[src/core/dag_pkg.sv]
// Constants, types and address decoding shared by the debug register access gate.
// Assumes a 12-bit word-aligned debug register map and one 40 MHz clock domain.

`default_nettype none

package dag_pkg;

	// ----------------------------------------------------------------
	// Debug register map
	// ----------------------------------------------------------------
	localparam int              ADDR_W       = 12;
	localparam int              PORT_W       = 32;
	localparam int              EXT_BIT      = 31;
	localparam logic [11:0]     OFS_ID       = 12'h000;
	localparam logic [11:0]     OFS_EVCATCH  = 12'h0A8;
	localparam logic [11:0]     OFS_RUNCTL   = 12'h090;
	localparam logic [11:0]     OFS_OS_LOCK_ACCESS_REG    = 12'h300;
	localparam logic [11:0]     OFS_OS_LOCK_STATUS_REG    = 12'h304;
	localparam logic [11:0]     OFS_OS_SAVE_RESTORE_REG    = 12'h308;
	localparam logic [11:0]     OFS_PDCTL    = 12'h310;
	localparam logic [11:0]     OFS_PDSTAT   = 12'h314;
	localparam logic [11:0]     OFS_ROMADDR  = 12'h200;
	localparam logic [11:0]     OFS_SELFADDR = 12'h204;
	localparam logic [11:0]     OFS_INTSTAT  = 12'h208;
	localparam logic [11:0]     OFS_INTRX    = 12'h20C;
	localparam logic [11:0]     OFS_INTTX    = 12'h210;
	localparam logic [11:0]     OTHER_HI     = 12'h1FC;
	localparam logic [11:0]     MGMT_LO      = 12'hD00;
	localparam logic [11:0]     MGMT_HI      = 12'hFFC;
	localparam logic [11:0]     IMPDEF_LO    = 12'hD00;
	localparam logic [11:0]     IMPDEF_HI    = 12'hDFC;

	// ----------------------------------------------------------------
	// Software register port
	// ----------------------------------------------------------------
	localparam int              REG_AW       = 4;
	localparam logic [3:0]      REG_CTRL     = 4'h0;
	localparam logic [3:0]      REG_STATUS   = 4'h4;
	localparam logic [3:0]      REG_MASK     = 4'h8;
	localparam logic [3:0]      REG_STATE    = 4'hC;
	localparam int              CTL_W        = 4;
	localparam int              CTL_MEMMAP   = 0;
	localparam int              CTL_SINGLE   = 1;
	localparam int              CTL_OSSR     = 2;
	localparam int              CTL_ABORT    = 3;
	localparam logic [3:0]      CTRL_RST     = 4'h5;
	localparam int              EV_N         = 4;
	localparam int              EV_ERROR     = 0;
	localparam int              EV_IGABT     = 1;
	localparam int              EV_UNP       = 2;
	localparam int              EV_NOACC     = 3;
	localparam logic [3:0]      STATUS_RST   = 4'h0;
	localparam logic [3:0]      MASK_RST     = 4'h0;
	localparam int              ST_OUT_LSB   = 4;

	typedef enum logic [2:0] {
		OUT_OK, OUT_RAZWI, OUT_ERROR, OUT_UNP, OUT_IGABT, OUT_NPOSS
	} dag_outcome_t;

	typedef enum logic [3:0] {
		CLS_ALWAYS, CLS_OS_LOCK_STATUS_REG, CLS_PWRCTL, CLS_OS_LOCK_ACCESS_REG, CLS_OS_SAVE_RESTORE_REG,
		CLS_OTHER, CLS_MGMT, CLS_RSVD, CLS_NOACC
	} dag_class_t;

	// Address classification, shared by the decoder and the checks
	function automatic dag_class_t dag_classify(input logic [ADDR_W-1:0] a);
		dag_classify = CLS_RSVD;
		case (a)
			OFS_ID, OFS_EVCATCH, OFS_RUNCTL: dag_classify = CLS_ALWAYS;
			OFS_OS_LOCK_STATUS_REG:                       dag_classify = CLS_OS_LOCK_STATUS_REG;
			OFS_PDCTL, OFS_PDSTAT:           dag_classify = CLS_PWRCTL;
			OFS_OS_LOCK_ACCESS_REG:                       dag_classify = CLS_OS_LOCK_ACCESS_REG;
			OFS_OS_SAVE_RESTORE_REG:                       dag_classify = CLS_OS_SAVE_RESTORE_REG;
			OFS_ROMADDR, OFS_SELFADDR,
			OFS_INTSTAT, OFS_INTRX, OFS_INTTX: dag_classify = CLS_NOACC;
			default: begin
				if (a <= OTHER_HI)
					dag_classify = CLS_OTHER;
				else if (a >= IMPDEF_LO && a <= IMPDEF_HI)
					dag_classify = CLS_RSVD;
				else if (a >= MGMT_LO && a <= MGMT_HI)
					dag_classify = CLS_MGMT;
			end
		endcase
	endfunction

	function automatic logic dag_read_only(input logic [ADDR_W-1:0] a);
		dag_read_only = (a == OFS_ID) || (a == OFS_OS_LOCK_STATUS_REG) || (a == OFS_PDSTAT);
	endfunction

endpackage

`default_nettype wire

[src/core/dag_event_status.sv]
// Sticky write-one-to-clear event flags, mask and level interrupt.
// Assumes set pulses and writes are synchronous to the clock.

`default_nettype none

module dag_event_status #(
	parameter int N = 4
) (
	input  wire logic         clk,
	input  wire logic         rst,
	input  wire logic         ce,
	input  wire logic [N-1:0] evSet,
	input  wire logic         clrWr,
	input  wire logic [N-1:0] clrData,
	input  wire logic         maskWr,
	input  wire logic [N-1:0] maskData,
	output logic      [N-1:0] status,
	output logic      [N-1:0] mask,
	output logic              irq
);
	import dag_pkg::*;

	// Set wins over a clear in the same cycle so no event is lost
	for (genvar i = 0; i < N; i++) begin : g_flag
		always_ff @(posedge clk) begin
			if (rst)
				status[i] <= STATUS_RST[i];
			else if (ce)
				status[i] <= evSet[i] | (status[i] & ~(clrWr & clrData[i]));
		end
	end

	always_ff @(posedge clk) begin
		if (rst)
			mask <= MASK_RST[N-1:0];
		else if (ce && maskWr)
			mask <= maskData;
	end

	always_ff @(posedge clk) begin
		if (rst)
			irq <= 1'b0;
		else if (ce)
			irq <= |(status & mask);
	end

endmodule

`default_nettype wire

[src/core/dag_gate.sv]
// Access gate for the debug register map seen from the debug port.
// Assumes single-cycle request pulses, live power and lock conditions,
// and a plain software register port with read data one cycle later.
//
// Decided for this implementation: the address-and-strobe port and the register offsets.

`default_nettype none

module dag_gate (
	input  wire logic                       ref_clk,
	input  wire logic                       rst,
	input  wire logic                       ce,
	input  wire logic [dag_pkg::REG_AW-1:0] regAddr,
	input  wire logic [31:0]                regWdata,
	input  wire logic                       regWr,
	input  wire logic                       regRd,
	output logic      [31:0]                regRdata,
	input  wire logic                       dbgReq,
	input  wire logic [dag_pkg::PORT_W-1:0] debugPortAddress,
	input  wire logic                       dbgWrite,
	input  wire logic                       dbgSwEnable,
	input  wire logic                       dbgPrivileged,
	input  wire logic                       dbgLogicPowered,
	input  wire logic                       corePoweredUp,
	input  wire logic                       stickyPowerdown,
	input  wire logic                       osLockSet,
	output logic                            respValid,
	output dag_pkg::dag_outcome_t           respOutcome,
	output logic                            respSlvErr,
	output logic                            respAbort,
	output logic                            respForward,
	output logic                            respWriteEn,
	output logic                            respReadZero,
	output logic                            irq
);
	import dag_pkg::*;

	// ----------------------------------------------------------------
	// Decision
	// ----------------------------------------------------------------
	logic [CTL_W-1:0]  ctrl;
	logic [EV_N-1:0]   status;
	logic [EV_N-1:0]   mask;
	logic [EV_N-1:0]   evSet;
	dag_outcome_t      decided;
	dag_class_t        cls;
	logic [ADDR_W-1:0] offs;
	logic              isExt;

	assign offs  = debugPortAddress[ADDR_W-1:0];
	assign isExt = debugPortAddress[EXT_BIT];

	// Purely combinational so the answer lands the cycle after the request
	dag_outcome_decode u_decode (
		.addr            (offs),
		.isExt           (isExt),
		.swEnable        (dbgSwEnable),
		.privileged      (dbgPrivileged),
		.dbgLogicPowered (dbgLogicPowered),
		.corePoweredUp   (corePoweredUp),
		.stickyPowerdown (stickyPowerdown),
		.osLockSet       (osLockSet),
		.memMapPresent   (ctrl[CTL_MEMMAP]),
		.singlePower     (ctrl[CTL_SINGLE]),
		.osSaveRestore   (ctrl[CTL_OSSR]),
		.outcome         (decided),
		.cls             (cls)
	);

	// ----------------------------------------------------------------
	// Response stage
	// ----------------------------------------------------------------
	always_ff @(posedge ref_clk) begin
		if (rst)
			respValid <= 1'b0;
		else if (ce)
			respValid <= dbgReq;
	end

	always_ff @(posedge ref_clk) begin
		if (rst)
			respOutcome <= OUT_OK;
		else if (ce && dbgReq)
			respOutcome <= decided;
	end

	// Error answers drop the write; read data is left to the receiver
	always_ff @(posedge ref_clk) begin
		if (rst)
			respSlvErr <= 1'b0;
		else if (ce)
			respSlvErr <= dbgReq && decided == OUT_ERROR;
	end

	// Ignore or abort never reaches the processor; ctrl picks which
	always_ff @(posedge ref_clk) begin
		if (rst)
			respAbort <= 1'b0;
		else if (ce)
			respAbort <= dbgReq && decided == OUT_IGABT && ctrl[CTL_ABORT];
	end

	always_ff @(posedge ref_clk) begin
		if (rst)
			respForward <= 1'b0;
		else if (ce)
			respForward <= dbgReq && decided == OUT_OK;
	end

	always_ff @(posedge ref_clk) begin
		if (rst)
			respWriteEn <= 1'b0;
		else if (ce)
			respWriteEn <= dbgReq && dbgWrite && decided == OUT_OK
				&& !dag_read_only(offs);
	end

	always_ff @(posedge ref_clk) begin
		if (rst)
			respReadZero <= 1'b0;
		else if (ce)
			respReadZero <= dbgReq && !dbgWrite && decided == OUT_RAZWI;
	end

	// ----------------------------------------------------------------
	// Events and interrupt
	// ----------------------------------------------------------------
	always_comb begin
		evSet           = '0;
		evSet[EV_ERROR] = dbgReq && decided == OUT_ERROR;
		evSet[EV_IGABT] = dbgReq && (decided == OUT_IGABT || decided == OUT_NPOSS);
		evSet[EV_UNP]   = dbgReq && decided == OUT_UNP;
		evSet[EV_NOACC] = dbgReq && cls == CLS_NOACC;
	end

	dag_event_status #(.N(EV_N)) u_events (
		.clk      (ref_clk),
		.rst      (rst),
		.ce       (ce),
		.evSet    (evSet),
		.clrWr    (regWr && regAddr == REG_STATUS),
		.clrData  (regWdata[EV_N-1:0]),
		.maskWr   (regWr && regAddr == REG_MASK),
		.maskData (regWdata[EV_N-1:0]),
		.status   (status),
		.mask     (mask),
		.irq      (irq)
	);

	// ----------------------------------------------------------------
	// Software registers
	// ----------------------------------------------------------------
	// Changing the scheme mid-traffic is legal but alters the next decision
	always_ff @(posedge ref_clk) begin
		if (rst)
			ctrl <= CTRL_RST;
		else if (ce && regWr && regAddr == REG_CTRL)
			ctrl <= regWdata[CTL_W-1:0];
	end

	always_ff @(posedge ref_clk) begin
		if (rst) begin
			regRdata <= 32'h0000_0000;
		end else if (ce) begin
			regRdata <= 32'h0000_0000;
			if (regRd) begin
				case (regAddr)
					REG_CTRL:   regRdata[CTL_W-1:0] <= ctrl;
					REG_STATUS: regRdata[EV_N-1:0] <= status;
					REG_MASK:   regRdata[EV_N-1:0] <= mask;
					REG_STATE:  regRdata[ST_OUT_LSB+2:0] <= {respOutcome, osLockSet,
						stickyPowerdown, corePoweredUp, dbgLogicPowered};
					default:    regRdata <= 32'h0000_0000;
				endcase
			end
		end
	end

	logic pathOk;
	logic sepPwr;
	assign pathOk = dbgLogicPowered && (!ctrl[CTL_MEMMAP] || isExt
		|| (dbgSwEnable && dbgPrivileged));
	assign sepPwr = !ctrl[CTL_SINGLE];
endmodule

`default_nettype wire

[src/core/dag_outcome_decode.sv]
// Combinational permission decision for one debug register access.
// Assumes all condition inputs are stable and synchronous to the gate clock.

`default_nettype none

module dag_outcome_decode (
	input  wire logic [dag_pkg::ADDR_W-1:0] addr,
	input  wire logic                       isExt,
	input  wire logic                       swEnable,
	input  wire logic                       privileged,
	input  wire logic                       dbgLogicPowered,
	input  wire logic                       corePoweredUp,
	input  wire logic                       stickyPowerdown,
	input  wire logic                       osLockSet,
	input  wire logic                       memMapPresent,
	input  wire logic                       singlePower,
	input  wire logic                       osSaveRestore,
	output dag_pkg::dag_outcome_t           outcome,
	output dag_pkg::dag_class_t             cls
);
	import dag_pkg::*;

	logic extAccess;
	logic sticky;
	logic pwrClear;

	always_comb begin
		cls = dag_classify(addr);
		// Lock registers fall back to reserved without save/restore support
		if (!osSaveRestore && (cls == CLS_OS_LOCK_STATUS_REG || cls == CLS_OS_LOCK_ACCESS_REG || cls == CLS_OS_SAVE_RESTORE_REG))
			cls = CLS_RSVD;
		extAccess = !memMapPresent || isExt;
		sticky    = stickyPowerdown && !singlePower;
		pwrClear  = corePoweredUp && !sticky;
		outcome   = OUT_OK;
		if (singlePower && !corePoweredUp) begin
			outcome = OUT_NPOSS;
		end else if (!dbgLogicPowered) begin
			outcome = OUT_IGABT;
		end else if (!extAccess && !(swEnable && privileged)) begin
			outcome = OUT_IGABT;
		end else begin
			case (cls)
				CLS_ALWAYS, CLS_OS_LOCK_STATUS_REG, CLS_PWRCTL, CLS_MGMT: outcome = OUT_OK;
				CLS_OS_LOCK_ACCESS_REG: outcome = corePoweredUp ? OUT_OK : OUT_UNP;
				CLS_OS_SAVE_RESTORE_REG: outcome = (pwrClear && osLockSet) ? OUT_OK : OUT_UNP;
				CLS_OTHER: outcome = (pwrClear && !osLockSet) ? OUT_OK : OUT_ERROR;
				CLS_RSVD:  outcome = (pwrClear && !osLockSet) ? OUT_RAZWI : OUT_UNP;
				CLS_NOACC: outcome = OUT_IGABT;
				default:   outcome = OUT_UNP;
			endcase
		end
	end

endmodule

`default_nettype wire

[config.mk]
export PLATFORM = sky130hd
export DESIGN_NAME = dag_gate
export DESIGN_NICKNAME = d
export VERILOG_FILES = /design/src/core/dag_pkg.sv /design/src/core/dag_event_status.sv /design/src/core/dag_gate.sv /design/src/core/dag_outcome_decode.sv
export SDC_FILE = /design/constraint.sdc
export NUM_CORES = 1
export LEC_CHECK = 0
export BUFFER_PORTS_ARGS = -buffer_cell sky130_fd_sc_hd__buf_2
export CAP_MARGIN = 20
export CORE_ASPECT_RATIO = 1.25
export CORE_MARGIN = 1.5
export CORE_UTILIZATION = 44
export DETAILED_ROUTE_END_ITERATION = 12
export GPL_ROUTABILITY_DRIVEN = 0
export HOLD_SLACK_MARGIN = 0.15
export PLACE_DENSITY = 0.82
export SYNTH_ARGS = -nofsm -noshare
export SYNTH_HDL_FRONTEND = slang
export SYNTH_SLANG_ARGS = --single-unit
[constraint.sdc]
create_clock -name ref_clk -period 3.53 [get_ports ref_clk]
set_input_delay 1.059 -clock ref_clk [delete_from_list [all_inputs] [get_ports ref_clk]]
set_output_delay 1.059 -clock ref_clk [all_outputs]
set_load 0.02 [all_outputs]
==> impl_results.md, run 1 <==
* Critical path depth in cells at 8
* Setup Fix Bufs, Post-CTS at 0
* Die ar. at 4400 um^2
* CP most frequent cell: o21ai_1
* Final core occ at 54.0%
* Worst slew margin at 46.5%
* Final Setup Violations at 0
* Post-synth EDFFs at 0
* Clock Pin Slew Worst Setup and Hold Paths at 0.06 ns
* Met3 WL post-DR at 280 um
* Synth top area share at 32.9%
* R2r setup slk at 1.64 ns
* Largest delay share family, worst path: simple AND/OR/NAND/NOR gates
* Pin count of the biggest net entering global routing at 26
* Initial core utilization at 46.2%
* HP Class: register to register
* Highest Clock Rate at 0.374 GHz
* Crit Reg-Reg Startpoint: ctrl[1]
* Endpoints failing hold at 0
* TritonCTS clock tree: built
* DR iter-0 viols at 94
* Total gr overflow at 0
* Drt wl/cell at 13.1 um
* Ranking of synthesized cells by area: dfxtp_1, buf_4, nor2_1, nand2_1, mux4_2
* Hold Buf Count CTS at 0
* Placed Area at 1960 um^2
* Clock Skews at 0.00618 ns
* Fin crit share at 75.7%
* Post-route minimum period at 2.67 ns
* Cell count of the worst reg-to-reg path at 7
* Worst-margin pin slew at 0.796 ns
* CTS max path bufs at 2
* Delay of the slowest critical-path stage at 0.52 ns
* Nets@finish at 346
* Synth Register Bits at 29
* Number of fill cells at 400
* Die Ht at 73.8 um
* Antenna diode count at 0
* Detailed placement HPWL at 3210 um
* Syn Inst Count at 215
* Port buffer count at 50
* Post-route ant nets at 0
* Vias/cell at 5.45
* Via count at 1,743
* H-tree levels at 2
* Multi-input gate area in the final layout at 1040 um^2
* Post-synth ARST share at 0%
* Synth warn at 0
* Finished Cell Area at 2060 um^2
* Status: completed
* Setup CP Type: primary input to register
* CTS root buf: clkbuf_8
* Worst r2r dst: respReadZero
* Layout area overhead at 16.9%
* Primary FF master, synth: dfxtp_1
* Unique masters post-synth at 55
* CTS resizes at 0
* 1st-pass router iterations at 4
* Worst Setup EP: respReadZero
* Final WL at 4190 um
* Initial antenna violation count at 0
* Slowest CP cell: or4b_1
* DR DRC count at 0
* Inserted Clock Buffers at 5
* Clk sinks at 29
* Post-Synthesis Cell Area at 1760 um^2
* Critical path capture point type: register
* Peak VDD IR at 0.153 mV
* Max Used Layer: met4
* Syn Area/Cell at 8.20 um^2
* Worst-Skew Late Latency at 0.29 ns
* Sequential fraction of the synthesis area at 32.9%
* Pre-CTS setup slack at 0.572 ns
* Most area-hungry cell type in the Yosys netlist: dfxtp_1
* I/O pins at 123
* Pwr Density at 368 nW/um^2
* Die X at 59.6 um
* DR WL met2 at 2130 um
* Site Rows at 25
* Final Worst Setup Slack at 0.857 ns
* First-pass GRT wire length at 6450 um
* Origin of the worst setup path: debugPortAddress[1]
* Crit path DAT at 2.89 ns
* WP data required at 3.75 ns
* Met1 Routed Length at 1730 um
* Fraction of layout cells with a size suffix above 1 at 25.6%
* Leakage at 0.884 nW
* Core box area at 3820 um^2
* Max-Cap Viols at 0
* Fin. max-slew vios at 0
* Register Area at 581 um^2
* Vias in the first global route at 1,480
* Final hold slack at 0.448 ns
* Worst-path cell chain: buf_2 -> nor2_1 -> nand4b_1 -> o32a_1 -> o211ai_1 -> o21ai_1 -> or4b_1 -> o21ai_1
* WP buf/inv at 1
* RSZ-0062 raised after global routing: no
* Gr usage total at 19.3%
* Setup TNS at 0 ns
* CP Launch Type: primary input
* Critical Path Fanout Max at 7
cell usage after synthesis, types with 2 or more instances:
cell / instances
nor2_1: 26
nand3_1: 10
nand2_1: 25
a32oi_1: 3
a21oi_1: 14
mux4_2: 4
o21ai_1: 2
buf_4: 25
dfxtp_1: 29
clkbuf_1: 4
nor3_1: 4
mux2i_1: 4
a311oi_1: 3
o21ai_0: 4
and3_1: 2
a22oi_1: 9
inv_1: 4
o31ai_1: 2
nor3b_1: 2
nor4_1: 2
and4_1: 3
registers in the layout, indices dropped and copies added, names as in the netlist:
| signal | cells |
|---|---|
| respAbort | 1 |
| respForward | 1 |
| u_events.mask | 4 |
| respReadZero | 1 |
| respValid | 1 |
| ctrl | 4 |
| regRdata | 7 |
| respSlvErr | 1 |
| respOutcome | 3 |
| u_events.irq | 1 |
| respWriteEn | 1 |
| u_events.status | 4 |
per-layer routing:
layer / GRT usage [%] / up-vias
li1: - / 842
met1: 22.0 / 825
met2: 33.9 / 71
met3: 4.40 / 5
met4: 8.15 / 0
met5: 0 / -
report_power, final:
group	switching, mW	leakage, nW	internal (mW)
combinational	0.0812	0.595	0.0383
clock	0.126	0.0542	0.176
sequential	0.00395	0.235	0.333
total	0.212	0.884	0.547
final cells by class:
| cell class | count | area share, % |
|---|---|---|
| Timing Repair Buffer | 50 | 12.1 |
| Sequential cell | 29 | 28.2 |
| Multi-Input combinational cell | 174 | 50.6 |
| Tap cell | 54 | 3.28 |
| Inverter | 5 | 0.911 |
| Clock inverter | 1 | 0.243 |
| Clock buffer | 7 | 4.68 |
cell usage in the layout (no fill, tap or decap), types with 2 or more instances in the layout:
| master | instances |
|---|---|
| a21oi_1 | 14 |
| nor2_1 | 26 |
| conb_1 | 25 |
| a32oi_1 | 3 |
| clkbuf_8 | 7 |
| o21ai_1 | 2 |
| nor3b_1 | 2 |
| o31ai_1 | 2 |
| mux4_2 | 4 |
| dfxtp_1 | 29 |
| o21ai_0 | 4 |
| a311oi_1 | 3 |
| and4_1 | 3 |
| mux2i_1 | 4 |
| inv_1 | 4 |
| nor4_1 | 2 |
| nor3_1 | 4 |
| a22oi_1 | 9 |
| buf_2 | 50 |
| nand3_1 | 10 |
| and3_1 | 2 |
| nand2_1 | 25 |
logic make-up after synthesis:
family / after synthesis / share of synthesized area, %
simple gates: 89 / 26.0
flops: 29 / 32.9
compound gates: 52 / 20.4
other cells: 1 / 0.213
buf+inv: 36 / 13.1
mux: 8 / 7.38
stage by stage:
stage / power [mW] / std cells
floorplan: 0.441 / 239
global placement: 0.460 / 312
detailed placement: 0.462 / 312
CTS: 0.759 / 320
global route: 0.786 / 320
finish: 0.759 / 320
worst min path at each step:
stage	end	start	cells after the start
after floorplan	u_events.mask[1]	u_events.mask[1]	2
after global placement	respReadZero	respReadZero	2
after detailed placement	respSlvErr	respSlvErr	1
after CTS	respSlvErr	respSlvErr	1
after global routing	respSlvErr	respSlvErr	1
final	respSlvErr	respSlvErr	1
worst register-to-register path, stage by stage (launching register included):
cell      delay [ns]
dfxtp_1         0.39
inv_1           0.07
a211oi_1        0.26
nor2_1          0.09
a32oi_1         0.20
o21ai_1         0.17
or4b_1          0.52
o21ai_1         0.14
No activity file was read; power rests on OpenSTA's default activity.
==> run 2: changes to the inputs <==
- CORE_UTILIZATION: 44 -> 37
- PLACE_DENSITY: 0.82 -> 0.73
- clock period: 3.53 -> 2.3 ns (I/O delays scaled with it)
==> run 2 against run 1 <==
Non-clock buffer count rose by 32. Final area rose by 13%. Sequential cell count did not move. Global-route usage fell by 0.70 points. Critical path depth rose by 1. Routed wire length rose by 7.7%. Worst hold slack improved by 0.0063 ns. Sequential power rose by 54%. Clock skew fell by 0.0017 ns. Setup slack got worse by 0.75 ns. Sequential share of layout area fell by 3.2 points. Critical path type unchanged.
==> impl_results.md, run 2 (synthesized netlist as in run 1, its figures left out) <==
* Endpoints failing hold at 0
* Final hold slack at 0.455 ns
* Setup TNS at 0 ns
* Pin count of the biggest net entering global routing at 25
* Total chip power at 1.15 mW
* Leakage at 1.04 nW
* Most frequent cells in the layout: buf_2, buf_4, dfxtp_1
* WP data required at 2.52 ns
* Most common cell after layout, fill and taps aside: buf_2
* Vias/cell at 5.12
* Setup CP Type: primary input to register
* Non-filler instance count after layout at 355
* Largest delay share family, worst path: simple AND/OR/NAND/NOR gates
* Final Worst Setup Slack at 0.103 ns
* Post-route ant nets at 0
* DR DRC count at 0
* Final Setup Violations at 0
* CP Launch Type: primary input
* Via count at 1,816
* Layout area overhead at 31.8%
* Status: completed
* Antenna diode count at 0
* Max-Cap Viols at 0
* Die Ht at 80.2 um
* Register Area at 581 um^2
* Initial antenna violation count at 0
* Post-route minimum period at 2.20 ns
* Fin. max-slew vios at 0
* Nets@finish at 378
* TritonCTS clock tree: built
* Max FFs per register at 7
* Placed Cells at 348
* Finished Cell Area at 2320 um^2
* HP Class: register to register
* Peak VDD IR at 0.177 mV
* Detailed placement HPWL at 3610 um
* Final WL at 4520 um
* Critical Path Fanout Max at 5
* Inserted Clock Buffers at 5
* Worst-Skew Late Latency at 0.28 ns
* Total gr overflow at 0
* Gr usage total at 18.6%
* Placed Area at 2200 um^2
* CTS max path bufs at 2
* Slowest CP cell: or4b_1
* WP buf/inv at 2
* Fin crit share at 95.5%
* Initial core utilization at 39.2%
* Fraction of layout cells with a size suffix above 1 at 35.0%
* Delay of the slowest critical-path stage at 0.47 ns
* Multi-input gate area in the final layout at 1070 um^2
* Hold Buf Count CTS at 0
* Final core occ at 51.7%
* Drt wl/cell at 12.7 um
* I/O pins at 123
* Crit path DAT at 2.42 ns
* Port buffer count at 50
* Core box area at 4490 um^2
* Number of fill cells at 455
* First-pass GRT wire length at 7560 um
* Vias in the first global route at 1,719
* Clock Skews at 0.00448 ns
* Pwr Density at 497 nW/um^2
* Die X at 64.7 um
* Highest Clock Rate at 0.455 GHz
* DR iter-0 viols at 97
* Clk sinks at 29
* 1st-pass router iterations at 4
* CTS root buf: clkbuf_8
* Top reg by flops: regRdata
* H-tree levels at 2
* Critical path capture point type: register
* Site Rows at 27
* Pre-CTS setup slack at -0.278 ns
* Worst-path cell chain: buf_2 -> nor2_1 -> buf_4 -> o31a_1 -> o211ai_2 -> o31ai_1 -> and4_4 -> or4b_1 -> o21ai_1
* Die ar. at 5190 um^2
* Clock Pin Slew Worst Setup and Hold Paths at 0.06 ns
run 2: cell count changes in the layout (fill, tap and decap cells not counted), sizes merged:
cell,change
buf,+32
clkinv,-1
run 2: final timing paths:
| check | slack (ns) | depth (start not counted) | start | to |
|---|---|---|---|---|
| max | 0.10 | 9 | debugPortAddress[1] | respReadZero |
| min | 0.45 | 2 | respReadZero | respReadZero |
| max reg2reg | 0.43 | 7 | ctrl[1] | respReadZero |
| min reg2reg | 0.45 | 2 | respReadZero | respReadZero |
run 2: layout make-up:
type / count / area share, %
inverters: 5 / 0.808
repair buffers: 82 / 21.1
flip-flops and latches: 29 / 25.0
clock buffers: 7 / 3.72
well taps: 58 / 3.12
multi-input cells: 174 / 46.3
run 2: power breakdown:
| part | total (mW) | switching (mW) | internal [mW] |
|---|---|---|---|
| Sequential | 0.518 | 0.00601 | 0.512 |
| Combinational | 0.220 | 0.135 | 0.0846 |
| Clock | 0.418 | 0.181 | 0.237 |
| Total | 1.15 | 0.322 | 0.833 |
run 2: what timing repair did:
action | in CTS | in global routing
endpoints found under the setup margin | 0 | 6
resized for setup | 0 | 8
buffers inserted | 0 | 0
run 2: worst reg2reg max path, cell delays in order, from the launching register on:
cell and delay (ns):
dfxtp_1 0.38, inv_1 0.07, a211oi_1 0.33, nor2_1 0.07
a32oi_1 0.20, o21ai_2 0.12, or4b_1 0.52, o21ai_1 0.12
run 2: routing by layer:
metal  track usage (%)  routed length (um)  vias up
met5                 0                   0        -
met4              8.51                  70        0
met3              3.36                 246        6
met2              34.1                2400       64
met1              20.6                1800      839
li1                  -                   -      907
==> run 3: changes to the inputs <==
- CTS_BUF_LIST: unset -> sky130_fd_sc_hd__clkbuf_16
==> run 3 against run 2 <==
Global-route usage decreased by 0.15 points. Setup slack worse by 0.023 ns. First-iteration DRC count is 12% lower. Die area is the same. Highest routed layer unchanged.
==> impl_results.md, run 3 (synthesized netlist as in run 1, its figures left out) <==
* Status: completed
* Die ar. at 5190 um^2
* Max-Cap Viols at 0
* Drt wl/cell at 12.9 um
* Initial antenna violation count at 0
* Pwr Density at 558 nW/um^2
* Die X at 64.7 um
* Layout area overhead at 35.5%
* Max FFs per register at 7
* Clock Pin Slew Worst Setup and Hold Paths at 0.05 ns
* Critical path capture point type: register
* Highest Clock Rate at 0.450 GHz
* Fin. max-slew vios at 0
* Met3 WL post-DR at 234 um
* Met1 Routed Length at 1810 um
* Clock Skews at 0.00736 ns
* Endpoints failing hold at 0
* Total gr overflow at 0
* HP Class: register to register
* Final Setup Violations at 0
* CTS max path bufs at 2
* Final WL at 4580 um
* Worst-path cell chain: buf_2 -> and4bb_1 -> and4_1 -> a21boi_0 -> a32oi_1 -> o21ai_2 -> or4b_1 -> o21ai_1
* Placed Cells at 348
* Core box area at 4490 um^2
* First-pass GRT wire length at 7490 um
* Pre-CTS setup slack at -0.278 ns
* DR DRC count at 0
* Vias in the first global route at 1,696
* Clk sinks at 29
* Peak VDD IR at 0.272 mV
* I/O pins at 123
* Crit path DAT at 2.43 ns
* Max Used Layer: met4
* Inserted Clock Buffers at 5
* Antenna diode count at 0
* Pin count of the biggest net entering global routing at 25
* Setup CP Type: primary input to register
* Fin crit share at 96.5%
* 1st-pass router iterations at 4
* Via count at 1,837
* Top reg by flops: regRdata
* CTS root buf: clkbuf_16
* Post-route minimum period at 2.22 ns
* Post-route ant nets at 0
* H-tree levels at 2
* RSZ-0062 raised after global routing: yes
* Largest delay share family, worst path: simple AND/OR/NAND/NOR gates
* CP Launch Type: primary input
* Slowest CP cell: or4b_1
* Gr usage total at 18.5%
* R2r setup slk at 0.43 ns
* Worst-Skew Late Latency at 0.28 ns
* Final core occ at 53.2%
* WP buf/inv at 1
* Final Worst Setup Slack at 0.0797 ns
* DR iter-0 viols at 85
* Non-filler instance count after layout at 355
* Delay of the slowest critical-path stage at 0.52 ns
* Leakage at 1.06 nW
* Site Rows at 27
* Most frequent cells in the layout: buf_2, buf_4, dfxtp_1
* Detailed placement HPWL at 3610 um
* Nets@finish at 378
* Vias/cell at 5.17
* Setup Fix Bufs, Post-CTS at 0
* Critical Path Fanout Max at 6
* WP data required at 2.51 ns
* DR WL met2 at 2440 um
* Die Ht at 80.2 um
* Fraction of layout cells with a size suffix above 1 at 35.4%
* Most common cell after layout, fill and taps aside: buf_2
* Initial core utilization at 39.2%
* TritonCTS clock tree: built
* Port buffer count at 50
## run 3: path summary, 6_finish.rpt
| kind | startpoint | endpoint | cells past startpoint |
|---|---|---|---|
| worst min-delay path | respReadZero | respReadZero | 2 |
| worst max register to register | ctrl[1] | respReadZero | 7 |
| worst max-delay path | debugPortAddress[8] | respReadZero | 8 |
| worst min register to register | respReadZero | respReadZero | 2 |
## run 3: area by class of cell
class                           count  area [um^2]
Sequential cell                    29          581
Tap cell                           58         72.6
Multi-Input combinational cell    174         1090
Fill cell                         447         2100
Timing Repair Buffer               82          490
Clock inverter                      2         7.51
Inverter                            5         18.8
Clock buffer                        5          125
## run 3: power breakdown
group          leakage, nW  internal, mW  total, mW  switching [mW]
Sequential           0.235         0.513      0.519         0.00598
Clock               0.0685         0.384      0.591           0.207
Combinational        0.759        0.0853      0.223           0.138
## run 3: worst register-to-register path: stages (launching register included)
cell and delay, ns:
dfxtp_1 0.37, inv_1 0.07, a211oi_1 0.33, nor2_1 0.07, a32oi_1 0.20, o21ai_2 0.12
or4b_1 0.52, o21ai_1 0.12
## run 3: stage by stage
stage	TNS (ns)	total power, mW	area, um^2	hold slack [ns]
after floorplan	0	0.677	1850	0.446
after detailed placement	-1.37	0.741	2200	0.445
after CTS	0	1.34	2340	0.459
after global routing	-0.0178	1.38	2390	0.472
final	0	1.33	2390	0.456
after global placement	-1.31	0.738	2200	0.437
## run 3: repair_timing
action,4_1_cts,5_1_grt
resized for setup,1,10
endpoints found under the hold margin,0,0
gates cloned,0,0
setup endpoints to repair,1,6
hold buffers,0,0
pin swaps,0,1
## run 3: metal layers
metal / GRT usage, % / vias up
li1: - / 906
met3: 2.52 / 7
met5: 0 / -
met2: 34.1 / 69
met4: 8.72 / 0
met1: 20.6 / 855
